`config.mk`:
```
export PLATFORM = sky130hd
export DESIGN_NAME = rgrf_regfile
export DESIGN_NICKNAME = d
export VERILOG_FILES = /design/src/hdl/rgrf_pkg.sv /design/src/hdl/rgrf_regfile.sv /design/src/hdl/rgrf_extend.sv
export VERILOG_INCLUDE_DIRS = /design/src /design/src/hdl
export SDC_FILE = /design/constraint.sdc
export NUM_CORES = 2
export LEC_CHECK = 0
export BUFFER_PORTS_ARGS = -buffer_cell sky130_fd_sc_hd__buf_2
export CAP_MARGIN = 20
export CORE_ASPECT_RATIO = 1.2
export CORE_MARGIN = 2
export CORE_UTILIZATION = 40
export CTS_CLUSTER_DIAMETER = 200
export DETAILED_ROUTE_END_ITERATION = 10
export GPL_ROUTABILITY_DRIVEN = 0
export PLACE_DENSITY_LB_ADDON = 0.12
export REMOVE_ABC_BUFFERS = 1
export SETUP_SLACK_MARGIN = 0.05
export SLEW_MARGIN = 20
export SYNTH_ARGS = -nofsm -noshare
export SYNTH_HDL_FRONTEND = slang
export SYNTH_HIERARCHICAL = 1
export SYNTH_SLANG_ARGS = --single-unit
export TNS_END_PERCENT = 10
```
`constraint.sdc`:
```
create_clock -name clk_sys_in -period 4.3 [get_ports clk_sys_in]
set_input_delay 0.645 -clock clk_sys_in [delete_from_list [all_inputs] [get_ports clk_sys_in]]
set_output_delay 0.645 -clock clk_sys_in [all_outputs]
set_load 0.1 [all_outputs]
```
`src/hdl/rgrf_map.svh`:
```
// Constants for the general-purpose register file
`ifndef RGRF_MAP_SVH
`define RGRF_MAP_SVH
`define RGRF_NUM_REGS    32
`define RGRF_IDX_W       5
`define RGRF_DATA_W      32
`define RGRF_SIGN_BIT    31
`define RGRF_EXP_HI      30
`define RGRF_EXP_LO      23
`define RGRF_MANT_HI     22
`define RGRF_BYTE_W      8
`define RGRF_HALF_W      16
`define RGRF_ZERO_IDX    5'h00
`define RGRF_ZERO_WORD   32'h00000000
`define RGRF_SB_RESET    32'h00000000
`endif

```
`src/hdl/rgrf_pkg.sv`:
```
// Types for the general-purpose register file
`default_nettype none
package rgrf_pkg;
  // Width of a write from the pipeline or load unit
  typedef enum logic [1:0] {
    RGRF_SZ_BYTE,
    RGRF_SZ_HALF,
    RGRF_SZ_WORD
  } rgrf_size_e;
endpackage : rgrf_pkg
`default_nettype wire

```
`src/hdl/rgrf_regfile.sv`:
```
// General-purpose register file with scoreboard
`timescale 1ns/1ps
`default_nettype none
`include "rgrf_map.svh"
// Notes on behaviour
// - Thirty-one writable 32-bit registers, 5-bit index
// - Index zero reads zero, writes dropped
// - Odd register holds sign and exponent
// - Pair of registers zero and one unusable
// - Scoreboard set at issue, cleared at writeback
// - Stall while a read source is pending
// - Sub-words sign-extended or zero-filled
// - 64-bit operand accessed as even/odd pair
// - Words stored raw, no type tag
module rgrf_regfile
  import rgrf_pkg::*;
(
  input  wire logic        clk_sys_in,     // 20 MHz clock
  input  wire logic        reset_in,       // Synchronous reset, active high
  input  wire logic [4:0]  rd_a_idx_in,    // Read port A index
  input  wire logic [4:0]  rd_b_idx_in,    // Read port B index
  input  wire logic        rd_a_use_in,    // Port A used by issuing instr
  input  wire logic        rd_b_use_in,    // Port B used by issuing instr
  input  wire logic        rd_pair_in,     // Port A reads a 64-bit pair
  output logic      [31:0] rd_a_data_out,  // Port A word or pair low half
  output logic      [31:0] rd_a_hi_out,    // Port A pair high half
  output logic      [31:0] rd_b_data_out,  // Port B word
  output logic             rd_a_sign_out,  // Sign bit of port A value
  output logic      [7:0]  rd_a_exp_out,   // Exponent field of port A value
  input  wire logic        issue_in,       // Instruction issue attempt
  input  wire logic        issue_dst_in,   // Issuing instr has a destination
  input  wire logic [4:0]  issue_idx_in,   // Destination index
  input  wire logic        issue_pair_in,  // Destination is a pair
  output logic             stall_out,      // Issue blocked by pending source
  output logic             pair_err_out,   // Pair access aimed at pair 0/1
  input  wire logic        wr_en_in,       // Writeback strobe
  input  wire logic [4:0]  wr_idx_in,      // Writeback index
  input  wire logic [31:0] wr_data_in,     // Writeback word or pair low half
  input  wire logic [31:0] wr_hi_in,       // Pair high half
  input  wire logic        wr_pair_in,     // Writeback is a pair
  input  wire logic [1:0]  wr_size_in,     // Byte, half or word
  input  wire logic        wr_signed_in,   // Signed sub-word
  output logic      [31:0] pending_out     // Scoreboard flags
);
  logic [31:0] regs_r [`RGRF_NUM_REGS];   // Storage, raw bits
  logic [31:0] sb_r;                      // Scoreboard flags
  logic [31:0] sb_nxt;                    // Next scoreboard value
  logic [31:0] wr_ext;                    // Extended write data
  logic [4:0]  a_even;                    // Pair base of port A
  logic [4:0]  a_odd;                     // Odd half of port A
  logic [4:0]  w_even;                    // Pair base of write
  logic [4:0]  w_odd;                     // Odd half of write
  logic [4:0]  i_even;                    // Pair base of issue
  logic        a_bad;                     // Port A pair illegal
  logic        w_bad;                     // Write pair illegal
  logic        i_bad;                     // Issue pair illegal
  logic        src_busy;                  // Some source pending
  logic        issue_ok;                  // Issue accepted

  // Sub-word extension
  rgrf_extend u_ext (
    .data_in   (wr_data_in),
    .size_in   (wr_size_in),
    .signed_in (wr_signed_in),
    .data_out  (wr_ext)
  );

  // Pair base is the even index; odd half holds sign and exponent
  assign a_even = {rd_a_idx_in[4:1], 1'b0};
  assign a_odd  = {rd_a_idx_in[4:1], 1'b1};
  assign w_even = {wr_idx_in[4:1], 1'b0};
  assign w_odd  = {wr_idx_in[4:1], 1'b1};
  assign i_even = {issue_idx_in[4:1], 1'b0};
  // Lowest pair refused for 64-bit use
  assign a_bad = rd_pair_in & (a_even == `RGRF_ZERO_IDX);
  assign w_bad = wr_pair_in & (w_even == `RGRF_ZERO_IDX);
  assign i_bad = issue_pair_in & (i_even == `RGRF_ZERO_IDX);
  assign pair_err_out = (rd_a_use_in & a_bad) | (issue_in & i_bad) | (wr_en_in & w_bad);

  // Stall when a used source (or its pair partner) is pending
  always_comb begin
    src_busy = 1'b0;
    if (rd_a_use_in) begin
      src_busy = rd_pair_in ? (sb_r[a_even] | sb_r[a_odd]) : sb_r[rd_a_idx_in];
    end
    if (rd_b_use_in & sb_r[rd_b_idx_in]) begin
      src_busy = 1'b1;
    end
  end
  assign stall_out = issue_in & src_busy;
  assign issue_ok  = issue_in & ~src_busy & issue_dst_in & ~i_bad;

  // Read ports, index zero reads zero
  assign rd_a_data_out = a_bad ? `RGRF_ZERO_WORD :
                         regs_r[rd_pair_in ? a_even : rd_a_idx_in];
  assign rd_a_hi_out   = (rd_pair_in & ~a_bad) ? regs_r[a_odd] : `RGRF_ZERO_WORD;
  assign rd_b_data_out = regs_r[rd_b_idx_in];
  // Sign and exponent from the word, or from odd half for a pair
  assign rd_a_sign_out = rd_pair_in ? rd_a_hi_out[`RGRF_SIGN_BIT] :
                         rd_a_data_out[`RGRF_SIGN_BIT];
  assign rd_a_exp_out  = rd_pair_in ? rd_a_hi_out[`RGRF_EXP_HI:`RGRF_EXP_LO] :
                         rd_a_data_out[`RGRF_EXP_HI:`RGRF_EXP_LO];

  // Scoreboard: clear on writeback, set at issue; set wins
  always_comb begin
    sb_nxt = sb_r;
    if (wr_en_in & ~w_bad) begin
      if (wr_pair_in) begin
        sb_nxt[w_even] = 1'b0;
        sb_nxt[w_odd]  = 1'b0;
      end else begin
        sb_nxt[wr_idx_in] = 1'b0;
      end
    end
    if (issue_ok) begin
      sb_nxt[issue_idx_in] = 1'b1;
      if (issue_pair_in) begin
        sb_nxt[i_even]               = 1'b1;
        sb_nxt[{i_even[4:1], 1'b1}]  = 1'b1;
      end
    end
    sb_nxt[0] = 1'b0;
  end

  // Scoreboard register
  always_ff @(posedge clk_sys_in) begin
    if (reset_in) begin
      sb_r <= `RGRF_SB_RESET;
    end else begin
      sb_r <= sb_nxt;
    end
  end
  assign pending_out = sb_r;

  // Storage; entry zero constant, others written by writeback
  genvar g;
  generate
    for (g = 0; g < `RGRF_NUM_REGS; g++) begin : g_reg
      if (g == 0) begin : g_zero
        always_ff @(posedge clk_sys_in) begin
          regs_r[g] <= `RGRF_ZERO_WORD;
        end
      end else begin : g_rw
        always_ff @(posedge clk_sys_in) begin
          if (reset_in) begin
            regs_r[g] <= `RGRF_ZERO_WORD;
          end else if (wr_en_in & wr_pair_in & ~w_bad & (w_even == 5'(g))) begin
            regs_r[g] <= wr_data_in;
          end else if (wr_en_in & wr_pair_in & ~w_bad & (w_odd == 5'(g))) begin
            regs_r[g] <= wr_hi_in;
          end else if (wr_en_in & ~wr_pair_in & (wr_idx_in == 5'(g))) begin
            regs_r[g] <= wr_ext;
          end
        end
      end
    end
  endgenerate
endmodule : rgrf_regfile
`default_nettype wire

```
`src/hdl/rgrf_extend.sv`:
```
// Sub-word extension of incoming write data
`timescale 1ns/1ps
`default_nettype none
`include "rgrf_map.svh"
module rgrf_extend
  import rgrf_pkg::*;
(
  input  wire logic [31:0] data_in,     // Raw data, value in low bits
  input  wire logic [1:0]  size_in,     // Byte, half or word
  input  wire logic        signed_in,   // Sign-extend when high
  output logic      [31:0] data_out     // Full 32-bit word
);
  // Sign or zero fill the upper bits
  always_comb begin
    case (rgrf_size_e'(size_in))
      RGRF_SZ_BYTE: data_out = {{(`RGRF_DATA_W-`RGRF_BYTE_W){signed_in &
                                 data_in[`RGRF_BYTE_W-1]}}, data_in[`RGRF_BYTE_W-1:0]};
      RGRF_SZ_HALF: data_out = {{(`RGRF_DATA_W-`RGRF_HALF_W){signed_in &
                                 data_in[`RGRF_HALF_W-1]}}, data_in[`RGRF_HALF_W-1:0]};
      default:      data_out = data_in;
    endcase
  end
endmodule : rgrf_extend
`default_nettype wire

```
**Yosys cells after proc, flatten, opt, wreduce, memory -nomap -nowiden**

Memory sizes are Yosys's and may differ from the RTL's.
Cells that the tools add are included.

- Flip-flop bits (word level): 32
- Memory bits (writable): 1024
- Input bits: 97
- Output and inout bits: 139
- Logic and storage cells: 490
- Memories: 1

Memories:

| memory | depth | bits a word | rd ports | clocked after memory_dff | wr ports | RTL line | RTL |
|---|---|---|---|---|---|---|---|
| regs_r | 32 | 32 | 3 | 0 | 32 | rgrf_regfile.sv:45 | `` logic [31:0] regs_r [`RGRF_NUM_REGS]; `` |

- $lt $le $gt $ge: 16
- Eq/ne operators: 47
- Multiplexer cells: 269
- Bitwise gates (word level): 144
- Reduce and logical (&&, ||, !) cells: 11

Operators by type and width:

| kind | count |
|---|---|
| 32-bit 2-to-1 mux | 68 |
| 1-bit 2-to-1 mux | 189 |
| 32-bit bitwise AND | 3 |
| 5-bit equality test (second input constant) | 16 |
| 1-bit bitwise AND | 65 |
| 1-bit bitwise OR | 65 |
| 32-bit NOT | 2 |
| 32-bit bitwise OR | 2 |
| 32-bit one-hot mux with 2 select lines | 1 |
| 5-bit by 6-bit less-than comparator with 1-bit output (second input constant) | 10 |
| 5-bit by 4-bit equality test with 1-bit output (second input constant) | 8 |
| 4-bit equality test (second input constant) | 8 |
| 31-bit NOT with 32-bit output | 1 |
| 32-bit by 31-bit bitwise OR with 32-bit output | 1 |
| 5-bit by 1-bit >= comparator with 1-bit output (second input constant) | 6 |
| 5-bit by 3-bit equality test with 1-bit output (second input constant) | 4 |
| 1-bit demux with 4-bit select | 4 |
| 4-bit by 3-bit equality test with 1-bit output (second input constant) | 4 |
| 5-bit logical NOT | 3 |
| 1-bit binary-select mux with 5-bit select | 2 |
| 1-bit demux with 5-bit select | 2 |
| 5-bit by 2-bit equality test with 1-bit output (second input constant) | 2 |
| 1-bit binary-select mux with 4-bit select | 2 |
| 4-bit by 2-bit equality test with 1-bit output (second input constant) | 2 |
| other kinds (8) | 17 |

**Longest topological paths before layout**

- Depth after elaboration: 14
- Depth in mapped cells: 12
- Mapped depth without buffers: 6

**By module**

The synthesis kept the hierarchy.

Modules (own cells, without submodules):

| module | times used | cells each | area an instance (um^2) | seq. area each (um^2) |
|---|---|---|---|---|
| rgrf_regfile | 1 | 4153 | 60102.6 | 30409.2 |
| rgrf_extend | 1 | 66 | 385.4 | 0.0 |

**Worst setup path after synthesis**

Ideal clock, no wire load.

- Kind: input to output
- Start point: input port rd_a_idx_in[1]
- End point: output port rd_a_exp_out[0]
- Arrival time: 7136 ps
- Data required time: 3655 ps
- Slack: -3481 ps
- Stages on the path: 9
- Path buffers: 4
- Cells stage by stage: buf_6 buf_4 buf_4 buf_4 mux2i_1 nand2_1 a21oi_1 a2111oi_0 a21o_1

- Word-level cells in the longest chain between the ends: 6
- Elaborated cells on any way between the ends: 8
- Those cells by class: mux (3); bitwise (3); reduce/logical (1); memory (1)

RTL lines:

| what | RTL line | RTL |
|---|---|---|
| start, declared | rgrf_regfile.sv:20 | `input wire logic [4:0] rd_a_idx_in,` |
| branches (longest 4 deep; another with memory read 32 x 32 bit) | - |  |
| 32-bit 2-to-1 mux (no line) (*) | - |  |
| named net rd_a_hi_out[23] | rgrf_regfile.sv:26 | `output logic [31:0] rd_a_hi_out,` |
| 8-bit 2-to-1 mux (*) | rgrf_regfile.sv:101 | `` assign rd_a_exp_out = rd_pair_in ? rd_a_hi_out[`RGRF_EXP_HI:`RGRF_EXP_LO] : `` |
| end, declared | rgrf_regfile.sv:29 | `output logic [7:0] rd_a_exp_out,` |

Mark *: on every way through the listed nets, which the timed path passes.

**Final worst setup path**

- Start point: input port rd_a_idx_in[0]
- End point: output port rd_a_data_out[11]

- Word-level cells in the longest chain between the ends: 3

RTL lines:

| what | RTL line | RTL |
|---|---|---|
| 1-bit 2-to-1 mux | rgrf_regfile.sv:95 | `regs_r[rd_pair_in ? a_even : rd_a_idx_in];` |
| memory read 32 x 32 bit | - |  |
| 32-bit 2-to-1 mux | rgrf_regfile.sv:94 | `` assign rd_a_data_out = a_bad ? `RGRF_ZERO_WORD : `` |
| end, declared | rgrf_regfile.sv:25 | `output logic [31:0] rd_a_data_out,` |

No other way between the ends.

==> results.toml <==
[status]
status = "complete, no violations"

[cells_and_area]
instances_no_fill = 6320
layout-drive-gt1-share_pct = 33.4
layout.nets = 4340
synthToLayoutAreaGrowth_pct = 14.9

[worst_setup_path]
end_kind = "output pin"
crit_fanout = 13
criticalPathCategory = "input port to output pin"
critPathLaunchType = "input port"
reg2regPathDepth = 7
ff2ff_setup_slack_ps = 1810
rr_endpoint = "pending_out[26]"
rr_startpoint = "pending_out[28]"
required_ps = 3650
arrival_ps = 3590

[route]
routedWlPerCell_um = 44.8
post_drt_via_cell_ratio = 7.47
wirelength_um = 283000
via_count = 47200
ant_nets = 0
drtIter0Drc = 6973
firstDrtPassIters = 6
drc_errors = 0

[placed_design]
port_buffers = 234
place_inst = 6104
place.detailed.hpwl_um = 164000

[global_routing]
antenna_found_initial = 24
grt_pass1_wl_um = 385000
grt_use_total_pct = 36.0
grt_pass1_vias = 46000
grt_overflow_total = 0
grt_max_degree = 74

[synth]
synthArstFlopShare_pct = 0
synth_cells = 4219
ys_seq_area_share_pct = 50.3
netlist_area_sq_um = 60500
ys_ff_latch = 1023
synth-edff-count = 992
avgSynthCellArea_sq_um = 14.3
yosysWarnings = 6
ys.flop_type = "edfxtp_1"
yosysUniqueCellTypes = 64

[sta]
fin_skew_ps = 33.1
final-hold-violation-count = 0
rsz0062_at_grt = "no"
tns_ps = 0
post-route-min-period_ps = 4230
tightest_slew_ps = 1260
clock.fmax_mhz = 236
drv_slew = 0
slew_headroom_pct = 15.1
setup_viol = 0
period_share_pct = 98.5

[worst_hold_path]
whs_path_depth = 4
min_path_type = "input port to flip-flop"
hold_end = "pending_out[5]"
min-delay-start = "issue_idx_in[4]"

[clock_tree]
ctsResizeCount = 0
clk_latency_ps = 760
post_cts_buffers = 0
cts_sinks = 1023
cts_tree = "built"
clk_pin_slew_worst_paths_ps = 70
numCtsBuffers = 112
root_buffer = "clkbuf_16"
clockBufferDepth = 3
hold_buffers = 0
h-tree-depth = 3

[floorplan]
start_util_pct = 40.2
placementRows = 156
die_y_um = 430
core_area_sq_um = 150000
io_pins = 236
die_w_um = 359
die-area_sq_um = 154000

[power]
powerDensity_nw_per_um2 = 389
p_leak_nw = 23.6
ir_drop_uv = 331

[run]
timing.max_cap.violations = 0
-- worst max-delay path by stage --
stage	end	cells past startpoint	slack, ps	start
after floorplan	rd_a_exp_out[7]	5	-4660	rd_pair_in
after global placement	rd_a_data_out[11]	8	370	rd_a_idx_in[0]
after detailed placement	rd_a_data_out[11]	8	300	rd_a_idx_in[0]
after CTS	rd_a_data_out[11]	8	310	rd_a_idx_in[0]
after global routing	rd_a_data_out[11]	8	150	rd_a_idx_in[0]
final	rd_a_data_out[11]	8	70	rd_a_idx_in[0]
-- flip-flops by register name, summed over array words and instances (netlist names) --
register     count
regs_r         992
pending_out     31
-- worst max-delay path: stages --
cell      delay, ps
buf_2           330
nand2b_4        300
nor2_4          470
buf_12          210
a221oi_1         90
a311o_1         280
o21ai_0         970
buf_12          270
-- through the flow --
step | area [sq um] | utilization (%) | total power [mW] | hold slack [ps] | setup slack (ps)
finish | 69500 | 46.2 | 27.0 | 338 | 65.2
global route | 69500 | 46.2 | 27.5 | 371 | 154
CTS | 69500 | 46.2 | 26.9 | 309 | 306
detailed placement | 65900 | 43.8 | 17.3 | 519 | 301
global placement | 65800 | 43.7 | 17.3 | 520 | 368
floorplan | 57800 | - | 14.9 | 843 | -4660
-- cells in the mapped netlist (all sizes together) (33+ instances only) --
| master | number | area (sq um) |
|---|---|---|
| a22o | 999 | 8750 |
| edfxtp | 992 | 29800 |
| mux4 | 525 | 11800 |
| clkbuf | 405 | 1520 |
| nand2 | 268 | 1010 |
| buf | 197 | 1140 |
| mux2 | 101 | 1140 |
| nor2 | 94 | 353 |
| o21ai | 74 | 385 |
| o22ai | 68 | 601 |
| mux2i | 60 | 613 |
| nand3 | 36 | 185 |
| a21o | 35 | 263 |
| inv | 35 | 131 |
| a21oi | 34 | 170 |
| and2 | 33 | 206 |
-- routing by layer --
| metal | track usage (%) | share of wire, % | up-vias |
|---|---|---|---|
| met3 | 10.1 | 12 | 896 |
| met2 | 54.7 | 44 | 3857 |
| met1 | 46.4 | 37 | 24700 |
| li1 | - | - | 17800 |
| met4 | 20.3 | 6.2 | 30 |
| met5 | 0 | 0.070 | - |
-- final cells by class --
class,instances,area (sq um)
inverter,36,135
clock inverter,79,697
timing repair buffer,512,4880
fill,13100,81000
clock buffer,130,2890
antenna,7,17.5
multi-input combinational,2558,28000
tap,1975,2470
sequential,1023,30400
-- report_power, final --
group / leakage (nW) / total, mW / switching, mW / internal, mW
combinational: 12.2 / 5.35 / 3.55 / 1.80
clock: 1.74 / 9.84 / 4.38 / 5.46
sequential: 9.73 / 11.8 / 0.338 / 11.5
total: 23.6 / 27.0 / 8.27 / 18.8
-- cell families after synthesis --
| logic type | synth area share (%) |
|---|---|
| AOI/OAI and AO/OA | 18.8 |
| DFF | 50.3 |
| muxes | 22.4 |
| buffers and inverters | 4.62 |
| and+or+nand+nor | 3.88 |
| other | 0.00620 |
-- layout by cell type (no fill, tap or decap), types with 17 or more instances in the layout --
master,instances
dfxtp_1,31
nor2_4,48
clkinv_1,25
mux4_2,525
buf_12,112
nand2_1,266
nor2_1,46
and3_1,18
buf_4,213
inv_1,35
o221ai_1,24
o21ai_0,57
o22ai_2,28
edfxtp_1,992
a22o_1,999
mux2i_1,59
nand3_1,35
a21oi_1,34
and2_1,33
nor2b_1,18
o2111ai_1,23
clkbuf_16,113
o22ai_1,40
a21o_4,24
a221oi_1,22
buf_2,178
mux2_2,101
nor3_1,20
clkinv_2,25
clkbuf_1,17
Power figures use the tool's default switching activity.
